[config.mk]
export PLATFORM = sky130hd
export DESIGN_NAME = tcc_timer
export DESIGN_NICKNAME = d
export VERILOG_FILES = /design/src/include/tcc_pkg.sv /design/src/core/tcc_edge_detect.sv /design/src/core/tcc_timer.sv
export SDC_FILE = /design/constraint.sdc
export NUM_CORES = 1
export LEC_CHECK = 0
export BUFFER_PORTS_ARGS = -buffer_cell sky130_fd_sc_hd__buf_2
export CORE_ASPECT_RATIO = 0.5
export CORE_MARGIN = 5
export CORE_UTILIZATION = 25
export CTS_CLUSTER_SIZE = 30
export DETAILED_ROUTE_END_ITERATION = 12
export PLACE_DENSITY_LB_ADDON = 0.25
export SETUP_SLACK_MARGIN = 0.05
export SLEW_MARGIN = 20
export SYNTH_ARGS = -nofsm -noshare
export SYNTH_HDL_FRONTEND = slang
export SYNTH_SLANG_ARGS = --single-unit
[constraint.sdc]
create_clock -name pclk -period 4.1 [get_ports pclk]
set_input_delay 0.82 -clock pclk [delete_from_list [all_inputs] [get_ports pclk]]
set_output_delay 0.82 -clock pclk [all_outputs]
set_load 0.1 [all_outputs]
[src/include/tcc_pkg.sv]
// constants, register map and field layouts of the 16-bit capture/compare timer
// assumes an APB slave with 32-bit data, one register per aligned word
//
// Notes on behaviour
// - capture irq enable gates either capture flag
// - compare irq enable gates either compare flag
// - overflow irq enable gates overflow flag
// - force two copies level two to pin two
// - force one copies level one to pin one
// - level two to pin two on match two in normal mode; to pin one in pulse/pwm
// - capture edge one: 0 falling, 1 rising
// - level one to pin one on match one
// - pin enable one only gates pin one drive
// - pin enable two only gates pin two drive
// - single pulse: capture edge triggers pulse one
// - pwm: width from compare one, period two
// - clock select: /4, /2, /8, external pin
// - no external pin: external select halts counter
// - capture edge two: 0 falling, 1 rising
// - external clock edge: 0 falling, 1 rising
// - capture flag one: capture or pwm period
// - compare flag one on match one in normal mode only, read-sequence clear
// - overflow flag on wrap, counter low clears
// - capture flag two, read-sequence clear
// - compare flag two, read-sequence clear
// - capture loads counter into capture pair
// - pwm and single pulse both set: pwm
// - high byte write suspends compare until low
package tcc_pkg;

    // register indices; byte address is four times the index
    localparam logic [5:0] IDX_CTRL_TWO = 6'h01;
    localparam logic [5:0] IDX_CTRL_ONE = 6'h02;
    localparam logic [5:0] IDX_FLAGS = 6'h03;
    localparam logic [5:0] IDX_CAP_ONE_HI = 6'h04;
    localparam logic [5:0] IDX_CAP_ONE_LO = 6'h05;
    localparam logic [5:0] IDX_CMP_ONE_HI = 6'h06;
    localparam logic [5:0] IDX_CMP_ONE_LO = 6'h07;
    localparam logic [5:0] IDX_CNT_HI = 6'h08;
    localparam logic [5:0] IDX_CNT_LO = 6'h09;
    localparam logic [5:0] IDX_ALT_CNT_HI = 6'h0A;
    localparam logic [5:0] IDX_ALT_CNT_LO = 6'h0B;
    localparam logic [5:0] IDX_CAP_TWO_HI = 6'h0C;
    localparam logic [5:0] IDX_CAP_TWO_LO = 6'h0D;
    localparam logic [5:0] IDX_CMP_TWO_HI = 6'h0E;
    localparam logic [5:0] IDX_CMP_TWO_LO = 6'h0F;

    // reset values
    localparam logic [7:0] RST_CTRL = 8'h00;
    localparam logic [7:0] RST_FLAGS = 8'h00;
    localparam logic [7:0] RST_CMP_HI = 8'h80;
    localparam logic [7:0] RST_CMP_LO = 8'h00;
    localparam logic [15:0] RST_COUNT = 16'hFFFC;
    localparam logic [15:0] COUNT_TOP = 16'hFFFF;

    // clock select codes and prescaler masks
    localparam logic [1:0] CLK_DIV4 = 2'h0;
    localparam logic [1:0] CLK_DIV2 = 2'h1;
    localparam logic [1:0] CLK_DIV8 = 2'h2;
    localparam logic [1:0] CLK_EXT = 2'h3;
    localparam logic [2:0] MASK_DIV2 = 3'h1;
    localparam logic [2:0] MASK_DIV4 = 3'h3;
    localparam logic [2:0] MASK_DIV8 = 3'h7;

    // edge source slots of the edge detector bank
    localparam int SRC_CAP_ONE = 0;
    localparam int SRC_CAP_TWO = 1;
    localparam int SRC_EXT = 2;
    localparam int SRC_COUNT = 3;

    typedef struct packed {
        logic capture_irq_enable;
        logic compare_irq_enable;
        logic overflow_irq_enable;
        logic force_level_two;
        logic force_level_one;
        logic output_level_two;
        logic capture_edge_one;
        logic output_level_one;
    } tcc_ctrl_one_s;

    typedef struct packed {
        logic compare_pin_one_enable;
        logic compare_pin_two_enable;
        logic single_pulse_mode;
        logic pwm_mode;
        logic [1:0] clock_select;
        logic capture_edge_two;
        logic ext_clock_edge;
    } tcc_ctrl_two_s;

    typedef struct packed {
        logic capture_flag_one;
        logic compare_flag_one;
        logic overflow_flag;
        logic capture_flag_two;
        logic compare_flag_two;
        logic [2:0] reserved;
    } tcc_flags_s;

endpackage

[src/core/tcc_edge_detect.sv]
// selected-edge detector for one synchronous pin
// assumes the pin is already synchronous to pclk
`timescale 1ns/10ps
module tcc_edge_detect (
    // clock and reset
    input wire logic pclk,
    input wire logic presetn,
    // pin and edge choice
    input wire logic pin,
    input wire logic rising_sel,
    // result
    output logic hit
);
    logic prev_reg;

    always_ff @(posedge pclk or negedge presetn) begin
        if (!presetn) begin
            prev_reg <= 1'b0;
        end else begin
            prev_reg <= pin;
        end
    end

    // 1 selects rising, 0 falling
    assign hit = (prev_reg != pin) && (pin == rising_sel);
endmodule

[src/core/tcc_timer.sv]
// 16-bit free-running timer with two captures, two compares and APB registers
// assumes synchronous pins and an APB master on pclk
//
// Local design decisions: the APB register port and the register offsets.
`timescale 1ns/10ps
module tcc_timer #(
    parameter bit HAS_EXT_CLK = 1'b1
) (
    // clock and reset
    input wire logic pclk,
    input wire logic presetn,
    // apb slave
    input wire logic psel,
    input wire logic penable,
    input wire logic pwrite,
    input wire logic [7:0] paddr,
    input wire logic [31:0] pwdata,
    output logic [31:0] prdata,
    output logic pready,
    output logic pslverr,
    // timer pins
    input wire logic capture_in_one,
    input wire logic capture_in_two,
    input wire logic ext_count_clock,
    output logic compare_out_one,
    output logic compare_out_one_oe,
    output logic compare_out_two,
    output logic compare_out_two_oe,
    // interrupt
    output logic timer_irq
);
    tcc_pkg::tcc_ctrl_one_s cr1_reg;
    tcc_pkg::tcc_ctrl_two_s cr2_reg;
    tcc_pkg::tcc_flags_s flags_reg;
    tcc_pkg::tcc_flags_s flags_next;
    logic [4:0] arm_reg;
    logic [15:0] cnt_reg;
    logic [15:0] cnt_inc;
    logic [2:0] presc_reg;
    logic [15:0] cmp_one_reg;
    logic [15:0] cmp_two_reg;
    logic [15:0] cap_one_reg;
    logic [15:0] cap_two_reg;
    logic inhibit_one_reg;
    logic inhibit_two_reg;
    logic out_one_reg;
    logic out_two_reg;
    logic oe_one_reg;
    logic oe_two_reg;
    logic irq_reg;
    logic ready_reg;
    logic err_reg;
    logic [31:0] rdata_reg;

    // apb decode
    wire logic [5:0] idx = paddr[7:2];
    wire logic acc = psel && penable && ready_reg;
    wire logic wr = acc && pwrite;
    wire logic rd = acc && !pwrite;
    wire logic mapped = (idx >= tcc_pkg::IDX_CTRL_TWO) && (idx <= tcc_pkg::IDX_CMP_TWO_LO);

    function automatic logic touch(input logic [5:0] i, input logic [5:0] r, input logic a);
        return a && (i == r);
    endfunction

    function automatic logic [7:0] rd_mux(input logic [5:0] i, input tcc_pkg::tcc_ctrl_one_s c1,
            input tcc_pkg::tcc_ctrl_two_s c2, input tcc_pkg::tcc_flags_s f,
            input logic [15:0] k1, input logic [15:0] k2, input logic [15:0] m1,
            input logic [15:0] m2, input logic [15:0] n);
        logic [7:0] v;
        v = 8'h00;
        unique case (i)
            tcc_pkg::IDX_CTRL_TWO: v = c2;
            tcc_pkg::IDX_CTRL_ONE: v = c1;
            tcc_pkg::IDX_FLAGS: v = {f[7:3], 3'h0};
            tcc_pkg::IDX_CAP_ONE_HI: v = k1[15:8];
            tcc_pkg::IDX_CAP_ONE_LO: v = k1[7:0];
            tcc_pkg::IDX_CMP_ONE_HI: v = m1[15:8];
            tcc_pkg::IDX_CMP_ONE_LO: v = m1[7:0];
            tcc_pkg::IDX_CNT_HI: v = n[15:8];
            tcc_pkg::IDX_CNT_LO: v = n[7:0];
            tcc_pkg::IDX_ALT_CNT_HI: v = n[15:8];
            tcc_pkg::IDX_ALT_CNT_LO: v = n[7:0];
            tcc_pkg::IDX_CAP_TWO_HI: v = k2[15:8];
            tcc_pkg::IDX_CAP_TWO_LO: v = k2[7:0];
            tcc_pkg::IDX_CMP_TWO_HI: v = m2[15:8];
            tcc_pkg::IDX_CMP_TWO_LO: v = m2[7:0];
            default: v = 8'h00;
        endcase
        return v;
    endfunction

    wire logic [7:0] rd_byte = rd_mux(idx, cr1_reg, cr2_reg, flags_reg, cap_one_reg, cap_two_reg,
        cmp_one_reg, cmp_two_reg, cnt_reg);

    // edge detector bank: capture one, capture two, external clock
    wire logic [tcc_pkg::SRC_COUNT-1:0] src_pin = {ext_count_clock, capture_in_two, capture_in_one};
    wire logic [tcc_pkg::SRC_COUNT-1:0] src_sel = {cr2_reg.ext_clock_edge,
        cr2_reg.capture_edge_two, cr1_reg.capture_edge_one};
    logic [tcc_pkg::SRC_COUNT-1:0] src_hit;

    genvar g;
    generate
        for (g = 0; g < tcc_pkg::SRC_COUNT; g++) begin : g_edge
            tcc_edge_detect u_edge (
                .pclk(pclk),
                .presetn(presetn),
                .pin(src_pin[g]),
                .rising_sel(src_sel[g]),
                .hit(src_hit[g])
            );
        end
    endgenerate

    // mode decode
    // pwm wins
    wire logic pwm_on = cr2_reg.pwm_mode;
    wire logic pulse_on = cr2_reg.single_pulse_mode && !cr2_reg.pwm_mode;
    wire logic normal_on = !pwm_on && !pulse_on;

    // prescaler and counter tick
    // prescaler mask
    wire logic [2:0] presc_mask = (cr2_reg.clock_select == tcc_pkg::CLK_DIV2) ? tcc_pkg::MASK_DIV2 :
        (cr2_reg.clock_select == tcc_pkg::CLK_DIV8) ? tcc_pkg::MASK_DIV8 : tcc_pkg::MASK_DIV4;
    wire logic ext_sel = (cr2_reg.clock_select == tcc_pkg::CLK_EXT);
    wire logic ext_tick = HAS_EXT_CLK && src_hit[tcc_pkg::SRC_EXT];
    wire logic tick = ext_sel ? ext_tick : ((presc_reg & presc_mask) == presc_mask);
    assign cnt_inc = cnt_reg + 16'h0001;

    // compare matches, suspended after a high byte write
    // compare suspend
    wire logic match_one = tick && !inhibit_one_reg && (cnt_inc == cmp_one_reg);
    wire logic match_two = tick && !inhibit_two_reg && (cnt_inc == cmp_two_reg);
    wire logic pulse_trig = pulse_on && src_hit[tcc_pkg::SRC_CAP_ONE];
    wire logic cap_one_hit = normal_on && src_hit[tcc_pkg::SRC_CAP_ONE];
    wire logic cap_two_hit = src_hit[tcc_pkg::SRC_CAP_TWO];
    wire logic period_end = pwm_on && match_two;
    wire logic cnt_clear = touch(idx, tcc_pkg::IDX_CNT_LO, wr) ||
        touch(idx, tcc_pkg::IDX_ALT_CNT_LO, wr) || period_end || pulse_trig;
    wire logic wrap = tick && !cnt_clear && (cnt_reg == tcc_pkg::COUNT_TOP);

    // flag set and read-sequence clear
    wire logic set_capture_flag_one = cap_one_hit || period_end;
    wire logic set_compare_flag_one = match_one && normal_on;
    wire logic set_tof = wrap;
    wire logic set_capture_flag_two = cap_two_hit;
    wire logic set_compare_flag_two = match_two && !pwm_on;
    wire logic [4:0] low_acc = {touch(idx, tcc_pkg::IDX_CAP_ONE_LO, acc),
        touch(idx, tcc_pkg::IDX_CMP_ONE_LO, acc), touch(idx, tcc_pkg::IDX_CNT_LO, acc),
        touch(idx, tcc_pkg::IDX_CAP_TWO_LO, acc), touch(idx, tcc_pkg::IDX_CMP_TWO_LO, acc)};
    wire logic [4:0] clr = arm_reg & low_acc;
    wire logic [4:0] set_vec = {set_capture_flag_one, set_compare_flag_one, set_tof, set_capture_flag_two, set_compare_flag_two};
    wire logic flags_rd = touch(idx, tcc_pkg::IDX_FLAGS, rd);

    assign flags_next = {set_vec | (flags_reg[7:3] & ~clr), 3'h0};

    wire logic irq_next =
        (cr1_reg.capture_irq_enable && (flags_reg.capture_flag_one || flags_reg.capture_flag_two)) ||
        (cr1_reg.compare_irq_enable && (flags_reg.compare_flag_one || flags_reg.compare_flag_two)) ||
        (cr1_reg.overflow_irq_enable && flags_reg.overflow_flag);

    // compare pin one and two levels
    // pin one
    wire logic out_one_next = cr1_reg.force_level_one ? cr1_reg.output_level_one :
        (period_end || pulse_trig) ? cr1_reg.output_level_two :
        match_one ? cr1_reg.output_level_one : out_one_reg;
    wire logic out_two_next = cr1_reg.force_level_two ? cr1_reg.output_level_two :
        (match_two && normal_on) ? cr1_reg.output_level_two : out_two_reg;

    // apb handshake: one wait state, read data registered
    always_ff @(posedge pclk or negedge presetn) begin
        if (!presetn) begin
            ready_reg <= 1'b0;
            err_reg <= 1'b0;
            rdata_reg <= 32'h0000_0000;
        end else begin
            ready_reg <= psel && penable && !ready_reg;
            err_reg <= psel && penable && !ready_reg && !mapped;
            rdata_reg <= {24'h00_0000, rd_byte};
        end
    end

    // control and compare registers
    always_ff @(posedge pclk or negedge presetn) begin
        if (!presetn) begin
            cr1_reg <= tcc_pkg::RST_CTRL;
            cr2_reg <= tcc_pkg::RST_CTRL;
            cmp_one_reg <= {tcc_pkg::RST_CMP_HI, tcc_pkg::RST_CMP_LO};
            cmp_two_reg <= {tcc_pkg::RST_CMP_HI, tcc_pkg::RST_CMP_LO};
        end else begin
            if (touch(idx, tcc_pkg::IDX_CTRL_ONE, wr)) begin
                cr1_reg <= pwdata[7:0];
            end
            if (touch(idx, tcc_pkg::IDX_CTRL_TWO, wr)) begin
                cr2_reg <= pwdata[7:0];
            end
            if (touch(idx, tcc_pkg::IDX_CMP_ONE_HI, wr)) begin
                cmp_one_reg[15:8] <= pwdata[7:0];
            end
            if (touch(idx, tcc_pkg::IDX_CMP_ONE_LO, wr)) begin
                cmp_one_reg[7:0] <= pwdata[7:0];
            end
            if (touch(idx, tcc_pkg::IDX_CMP_TWO_HI, wr)) begin
                cmp_two_reg[15:8] <= pwdata[7:0];
            end
            if (touch(idx, tcc_pkg::IDX_CMP_TWO_LO, wr)) begin
                cmp_two_reg[7:0] <= pwdata[7:0];
            end
        end
    end

    // compare suspend after high byte write
    always_ff @(posedge pclk or negedge presetn) begin
        if (!presetn) begin
            inhibit_one_reg <= 1'b0;
            inhibit_two_reg <= 1'b0;
        end else begin
            if (touch(idx, tcc_pkg::IDX_CMP_ONE_HI, wr)) begin
                inhibit_one_reg <= 1'b1;
            end else if (touch(idx, tcc_pkg::IDX_CMP_ONE_LO, wr)) begin
                inhibit_one_reg <= 1'b0;
            end
            if (touch(idx, tcc_pkg::IDX_CMP_TWO_HI, wr)) begin
                inhibit_two_reg <= 1'b1;
            end else if (touch(idx, tcc_pkg::IDX_CMP_TWO_LO, wr)) begin
                inhibit_two_reg <= 1'b0;
            end
        end
    end

    // prescaler and counter
    always_ff @(posedge pclk or negedge presetn) begin
        if (!presetn) begin
            presc_reg <= 3'h0;
            cnt_reg <= tcc_pkg::RST_COUNT;
        end else begin
            presc_reg <= presc_reg + 3'h1;
            if (cnt_clear) begin
                cnt_reg <= tcc_pkg::RST_COUNT;
            end else if (tick) begin
                cnt_reg <= cnt_inc;
            end
        end
    end

    always_ff @(posedge pclk or negedge presetn) begin
        if (!presetn) begin
            cap_one_reg <= 16'h0000;
            cap_two_reg <= 16'h0000;
        end else begin
            if (cap_one_hit) begin
                cap_one_reg <= cnt_reg;
            end
            if (cap_two_hit) begin
                cap_two_reg <= cnt_reg;
            end
        end
    end

    // flags, read-sequence arming, interrupt
    always_ff @(posedge pclk or negedge presetn) begin
        if (!presetn) begin
            flags_reg <= tcc_pkg::RST_FLAGS;
            arm_reg <= 5'h00;
            irq_reg <= 1'b0;
        end else begin
            flags_reg <= flags_next;
            arm_reg <= flags_rd ? flags_reg[7:3] : (arm_reg & ~low_acc);
            irq_reg <= irq_next;
        end
    end

    // compare pins
    // enables only gate the pins
    always_ff @(posedge pclk or negedge presetn) begin
        if (!presetn) begin
            out_one_reg <= 1'b0;
            out_two_reg <= 1'b0;
            oe_one_reg <= 1'b0;
            oe_two_reg <= 1'b0;
        end else begin
            out_one_reg <= out_one_next;
            out_two_reg <= out_two_next;
            oe_one_reg <= cr2_reg.compare_pin_one_enable;
            oe_two_reg <= cr2_reg.compare_pin_two_enable;
        end
    end

    assign prdata = rdata_reg;
    assign pready = ready_reg;
    assign pslverr = err_reg;
    assign compare_out_one = out_one_reg;
    assign compare_out_one_oe = oe_one_reg;
    assign compare_out_two = out_two_reg;
    assign compare_out_two_oe = oe_two_reg;
    assign timer_irq = irq_reg;
endmodule

; ---- Yosys cells after proc, flatten, opt, wreduce, memory -nomap -nowiden
; Cells that the tools add are included.
[totals]
ff_bits = 129
inputBits = 48
output_inout_bits = 39
[classes]
n_addsub = 2
order_cmp = 2
n_eq_ne = 28
n_mux = 16
n_bitwise = 7
n_reduce_logical = 65
[op_table]
columns = cell, n
row1 = one-hot mux 8 bit (13 select lines), 1
row2 = equality test 6 x 4 -> 1 bit (second input constant), 8
row3 = logical AND 1 bit, 41
row4 = equality test 16 bit, 2
row5 = 2-to-1 mux 16 bit, 2
row6 = equality test 6 x 3 -> 1 bit (second input constant), 4
row7 = adder 16 x 1 -> 16 bit (second input constant), 1
row8 = equality test 16 bit (second input constant), 1
row9 = bitwise AND 5 bit, 3
row10 = equality test 6 x 2 -> 1 bit (second input constant), 2
row11 = 2-to-1 mux 1 bit, 10
row12 = inverter 5 bit, 2
row13 = logical OR 1 bit, 9
row14 = logical NOT 1 bit, 8
row15 = nonzero test 2 bit, 4
row16 = equality test 6 x 1 -> 1 bit (second input constant), 1
row17 = >= comparator 6 x 1 -> 1 bit (second input constant), 1
row18 = <= comparator 6 x 4 -> 1 bit (second input constant), 1
row19 = 2-to-1 mux 3 bit, 2
row20 = 2-to-1 mux 5 bit, 1
row21 = bitwise OR 5 bit, 1
row22 = equality test 2 bit (second input constant), 2
row23 = OR reduction 2 bit, 2
row24 = adder 3 x 1 -> 3 bit (second input constant), 1
row25 = 6 further kinds, 10

; ---- Longest topological paths before layout
[logic_depth]
word_depth = 15
mapped_depth = 11
ltp_nobuf = 8

; ---- Cells and area by module
; From an unflattened synthesis, not the netlist that was laid out.
[unflattened]
hier_cells = 626
hier_area_um2 = 6959.2
[modules_own_cells]
columns = module, n_inst, cells_per_inst, area_each_um2, seq_area_each_um2
row1 = tcc_timer, 1, 614, 6816.5, 3173.0
row2 = tcc_edge_detect, 3, 4, 47.5, 25.0

; ---- Worst setup path before layout
; Ideal clock, no wire load.
[synth_timing]
kind = input-to-reg
from = input port paddr[7]
to = register cmp_one_reg[10]
arrival_ns = 2.478
required_ns = 3.973
path_slack_ns = 1.495
stages = 6
n_path_buf = 1
cell_sequence = or2_1 clkbuf_1 nor3b_2 nand2_1 nor2_1 mux2_1
[synth_between]
elab_chain_cells = 2
[synth_lines]
columns = element, line_no
row1 = from (decl), tcc_timer.sv:16  ; input wire logic [7:0] paddr,
row2 = equality test 6 x 3 -> 1 bit, tcc_timer.sv:63  ; return a && (i == r);
row3 = logical AND 1 bit, tcc_timer.sv:63
row4 = to (signal assigned), tcc_timer.sv:188  ; cmp_one_reg <= {tcc_pkg::RST_CMP_HI, tcc_pkg::RST_CMP_LO};
row5 = to (signal assigned), tcc_timer.sv:198  ; cmp_one_reg[15:8] <= pwdata[7:0];
row6 = to (decl), tcc_timer.sv:40  ; logic [15:0] cmp_one_reg;
; No other way between the ends.
; A chain may end at the register's enable or synchronous reset.

; ---- Worst setup path in the final report
[layout_timing]
from = register cnt_reg[0]
to = register out_two_reg, in the netlist compare_out_two
[layout_between]
elab_chain_cells = 5
[layout_lines]
columns = element, line_no
row1 = from (decl), tcc_timer.sv:37  ; logic [15:0] cnt_reg;
row2 = from (signal assigned), tcc_timer.sv:235  ; cnt_reg <= tcc_pkg::RST_COUNT;
row3 = from (signal assigned), tcc_timer.sv:239  ; cnt_reg <= tcc_pkg::RST_COUNT;
row4 = from (signal assigned), tcc_timer.sv:241  ; cnt_reg <= cnt_inc;
row5 = adder 16 x 1 -> 16 bit, tcc_timer.sv:128  ; assign cnt_inc = cnt_reg + 16'h0001;
row6 = equality test 16 bit, tcc_timer.sv:133  ; wire logic match_two = tick && !inhibit_two_reg && (cnt_inc == cmp_two_reg);
row7 = logical AND 1 bit, tcc_timer.sv:133
row8 = logical AND 1 bit, tcc_timer.sv:168  ; (match_two && normal_on) ? cr1_reg.output_level_two : out_two_reg;
row9 = nonzero test 2 bit (no source line), n/a
row10 = to (signal assigned), tcc_timer.sv:283  ; out_two_reg <= out_two_next;
row11 = to (decl), tcc_timer.sv:47  ; logic out_two_reg;
; No other way between the ends.

==> metrics.md <==
| Metric | Value |
|---|---|
| CTS Hold Bufs | 0 |
| H-tree levels | 4 |
| Hold Crit Class | primary input to async pin |
| ANT cells | 0 |
| Arrival time worst endpoint | 3490 ps |
| Number of buffers and inverters on the critical path | 0 |
| Maximum vdd drop | 271 uV |
| Post-synth EDFFs | 0 |
| Leakage | 0.00371 uW |
| CP delay by family, top | simple AND/OR/NAND/NOR gates |
| Peak Freq | 314 MHz |
| Total track usage | 0.137 |
| Worst setup slack after layout | 912 ps |
| Max-slew violation count | 0 |
| DIE WIDTH | 248 um |
| FFs w/ async S/R, synth | 1.00 |
| Vias | 5179 |
| Reg-to-reg startpoint | cnt_reg[0] |
| Initial antenna violation count | 1 |
| CTS tree | yes |
| # Max-Cap Violations | 0 |
| Core Area | 27800 sq um |
| DR DRC count | 0 |
| Worst-Skew Late Latency | 430 ps |
| Routed WL | 21500 um |
| PostCTS Resize Cnt | 0 |
| Final TNS setup | 0 ps |
| Critical path's largest stage delay | 720 ps |
| RD Place Congestion | 0.845 |
| Synth-to-layout area growth | 16.2% |
| Pwr Density | 482 nW/um^2 |
| Worst flop-to-flop path endpoint | compare_out_two |
| Synth cell types | 71 |
| Bufs on Longest Clock Path | 2 |
| Via/cell ratio | 4.87 |
| Per-cell routed wire length | 20.2 um |
| Post-synthesis sequential area ratio | 0.458 |
| Detailed Routing Iterations Pass 1 | 6 |
| Post-Syn Area | 7100 sq um |
| TritonCTS Buffers | 17 |
| Placement Setup Slack | 960 ps |
| Mapped Avg Cell Area | 11.2 sq um |
| Die ar. | 32100 sq um |
| CTS Sinks | 129 |
| GRT overflow | 0 |
| Clk pin slew, worst setup/hold paths | 60 ps |
| Drt initial violations | 475 |
| # rows | 43 |
| DP Wirelength | 15500 um |
| Worst setup SP type | register |
| # setup viols final | 0 |
| Ports | 87 |
| Worst-Margin Slew | 924 ps |
| Share of layout cells above drive strength 1 | 0.213 |
| Fin. Hold Viols | 0 |
| Critical Path RT | 4400 ps |
| Slew HR | 0.383 |
| Crit path capture type | register |
| RSZ-0062 raised after global routing | false |
| Die height | 129 um |
| Ys flop type | dfrtp_1 |
| CP max stage cell | dfrtp_1 |
| Clock skew | 11.1 ps |
| # nets final | 718 |
| Starting Density | 0.255 |
| Largest net degree at the start of global routing | 68 |
| Root Driver | clkbuf_16 |
| ANT nets after route | 0 |
| Postcts setup bufs | 0 |
| Outcome | completed |
| Syn Inst Count | 635 |
| Tcrit/Tclk final | 0.778 |
| Input/output buffers | 36 |
| Vias in the first global route | 5128 |
| Yosys warning count | 0 |
| CP max FO | 11 |
| Worst-path cell chain | ha_1 -> and3_1 -> a31oi_1 -> nor4b_1 -> and4_1 -> nand4_1 -> o31a_1 -> mux2_1 |
| R2R depth | 8 |
| WS Path Type | register to register |
| Minimum clock period | 3190 ps |
| Global-route wire length before repair | 32800 um |
| Flop-to-flop setup slack | 910 ps |
| Hold WS | 392 ps |
| Register bit total from synthesis | 129 |
where the power goes:
group          internal (uW)  switching, uW
Clock                    962            620
Sequential              1440            247
Combinational            266            443
synthesized netlist by cell type, types with 3 or more instances:
cell	n	area, sq um
a22oi_1	9	67.6
and4_1	6	52.6
a222oi_1	5	50.1
nor4b_1	3	26.3
nand4_1	9	56.3
o21ai_1	8	40.0
nor3_1	10	50.1
a22o_1	6	52.6
nor3b_1	3	22.5
nor2b_1	4	25.0
a221oi_1	6	52.6
nor2_1	31	116
a31oi_1	5	31.3
buf_2	12	60.1
nand2_1	60	225
mux4_2	3	67.6
mux2i_1	10	100
mux2_1	59	664
dfstp_2	16	420
clkbuf_1	16	60.1
buf_4	28	210
xnor3_1	5	113
dfrtp_1	113	2830
mux2_2	24	270
nand3b_1	9	67.6
buf_1	3	11.3
nor4_4	3	63.8
xor2_1	22	193
nor4_1	5	31.3
xnor2_1	26	228
nand3_1	17	85.1
and3_1	8	50.1
nand2b_1	8	50.1
inv_1	3	11.3
o21ai_0	15	75.1
a21oi_1	15	75.1
cell usage in the layout (no fill, tap or decap), types with 4 or more instances in the layout:
cell type / instances
nor3_1: 10
a22oi_1: 9
clkbuf_16: 17
dfrtp_1: 113
a221oi_1: 6
and4_1: 6
and3_1: 8
nor2b_1: 4
a31oi_1: 5
xnor2_1: 26
buf_2: 35
dfstp_2: 16
nand3b_1: 9
xnor3_1: 5
nor2_1: 31
mux2_2: 24
nand2_1: 60
conb_1: 24
mux2_1: 59
nand2b_1: 8
mux2i_1: 10
xor2_1: 22
nand4_1: 9
a222oi_1: 5
a21oi_1: 14
a22o_1: 6
o21ai_0: 15
nand3_1: 17
o21ai_1: 8
clkinv_4: 4
nor4_1: 5
buf_4: 13
worst max path at each step:
stage                           from               to  slack (ps)  cells past startpoint
after global routing      cnt_reg[0]     flags_reg[5]         790                      9
final                     cnt_reg[0]  compare_out_two         910                      8
after floorplan             paddr[7]  cmp_one_reg[10]        1490                      6
after detailed placement  cnt_reg[0]  compare_out_two         960                      8
after global placement    cnt_reg[0]  compare_out_two         980                      8
after CTS                 cnt_reg[0]  compare_out_two         940                      8
cell families (layout without fill, tap and decap cells):
family,after synthesis,after routing,synth area share
simple gates,200,200,0.168
flops,129,129,0.458
mux,96,96,0.155
compound gates,90,90,0.0867
buf+inv,63,86,0.0502
xor+xnor,54,54,0.0784
fa+ha+maj,2,2,0.00352
other cells,1,24,0.000528
cell type report:
class,instances,area [sq um]
fillers,2871,19600
multi-input cells,466,3600
flip-flops and latches,129,3250
well taps,382,478
clock buffers,17,425
repair buffers,50,304
clock inverters,15,184
inverters,4,15.0
routing by layer:
layer | track usage | vias up | wire (um)
li1 | - | 2335 | -
met1 | 0.195 | 2654 | 10000
met2 | 0.210 | 167 | 9770
met3 | 0.0291 | 23 | 1310
met4 | 0.0428 | 0 | 385
met5 | 0 | - | 0
metrics by stage:
stage | instance area (sq um) | total power [uW] | cells | util
after global routing | 8250 | 4150 | 1063 | 0.297
after floorplan | 7180 | 2220 | 658 | -
after global placement | 7630 | 2400 | 1031 | 0.274
final | 8250 | 3980 | 1063 | 0.297
after CTS | 8240 | 4010 | 1063 | 0.296
after detailed placement | 7630 | 2410 | 1031 | 0.274
No activity file was read; power rests on OpenSTA's default activity.
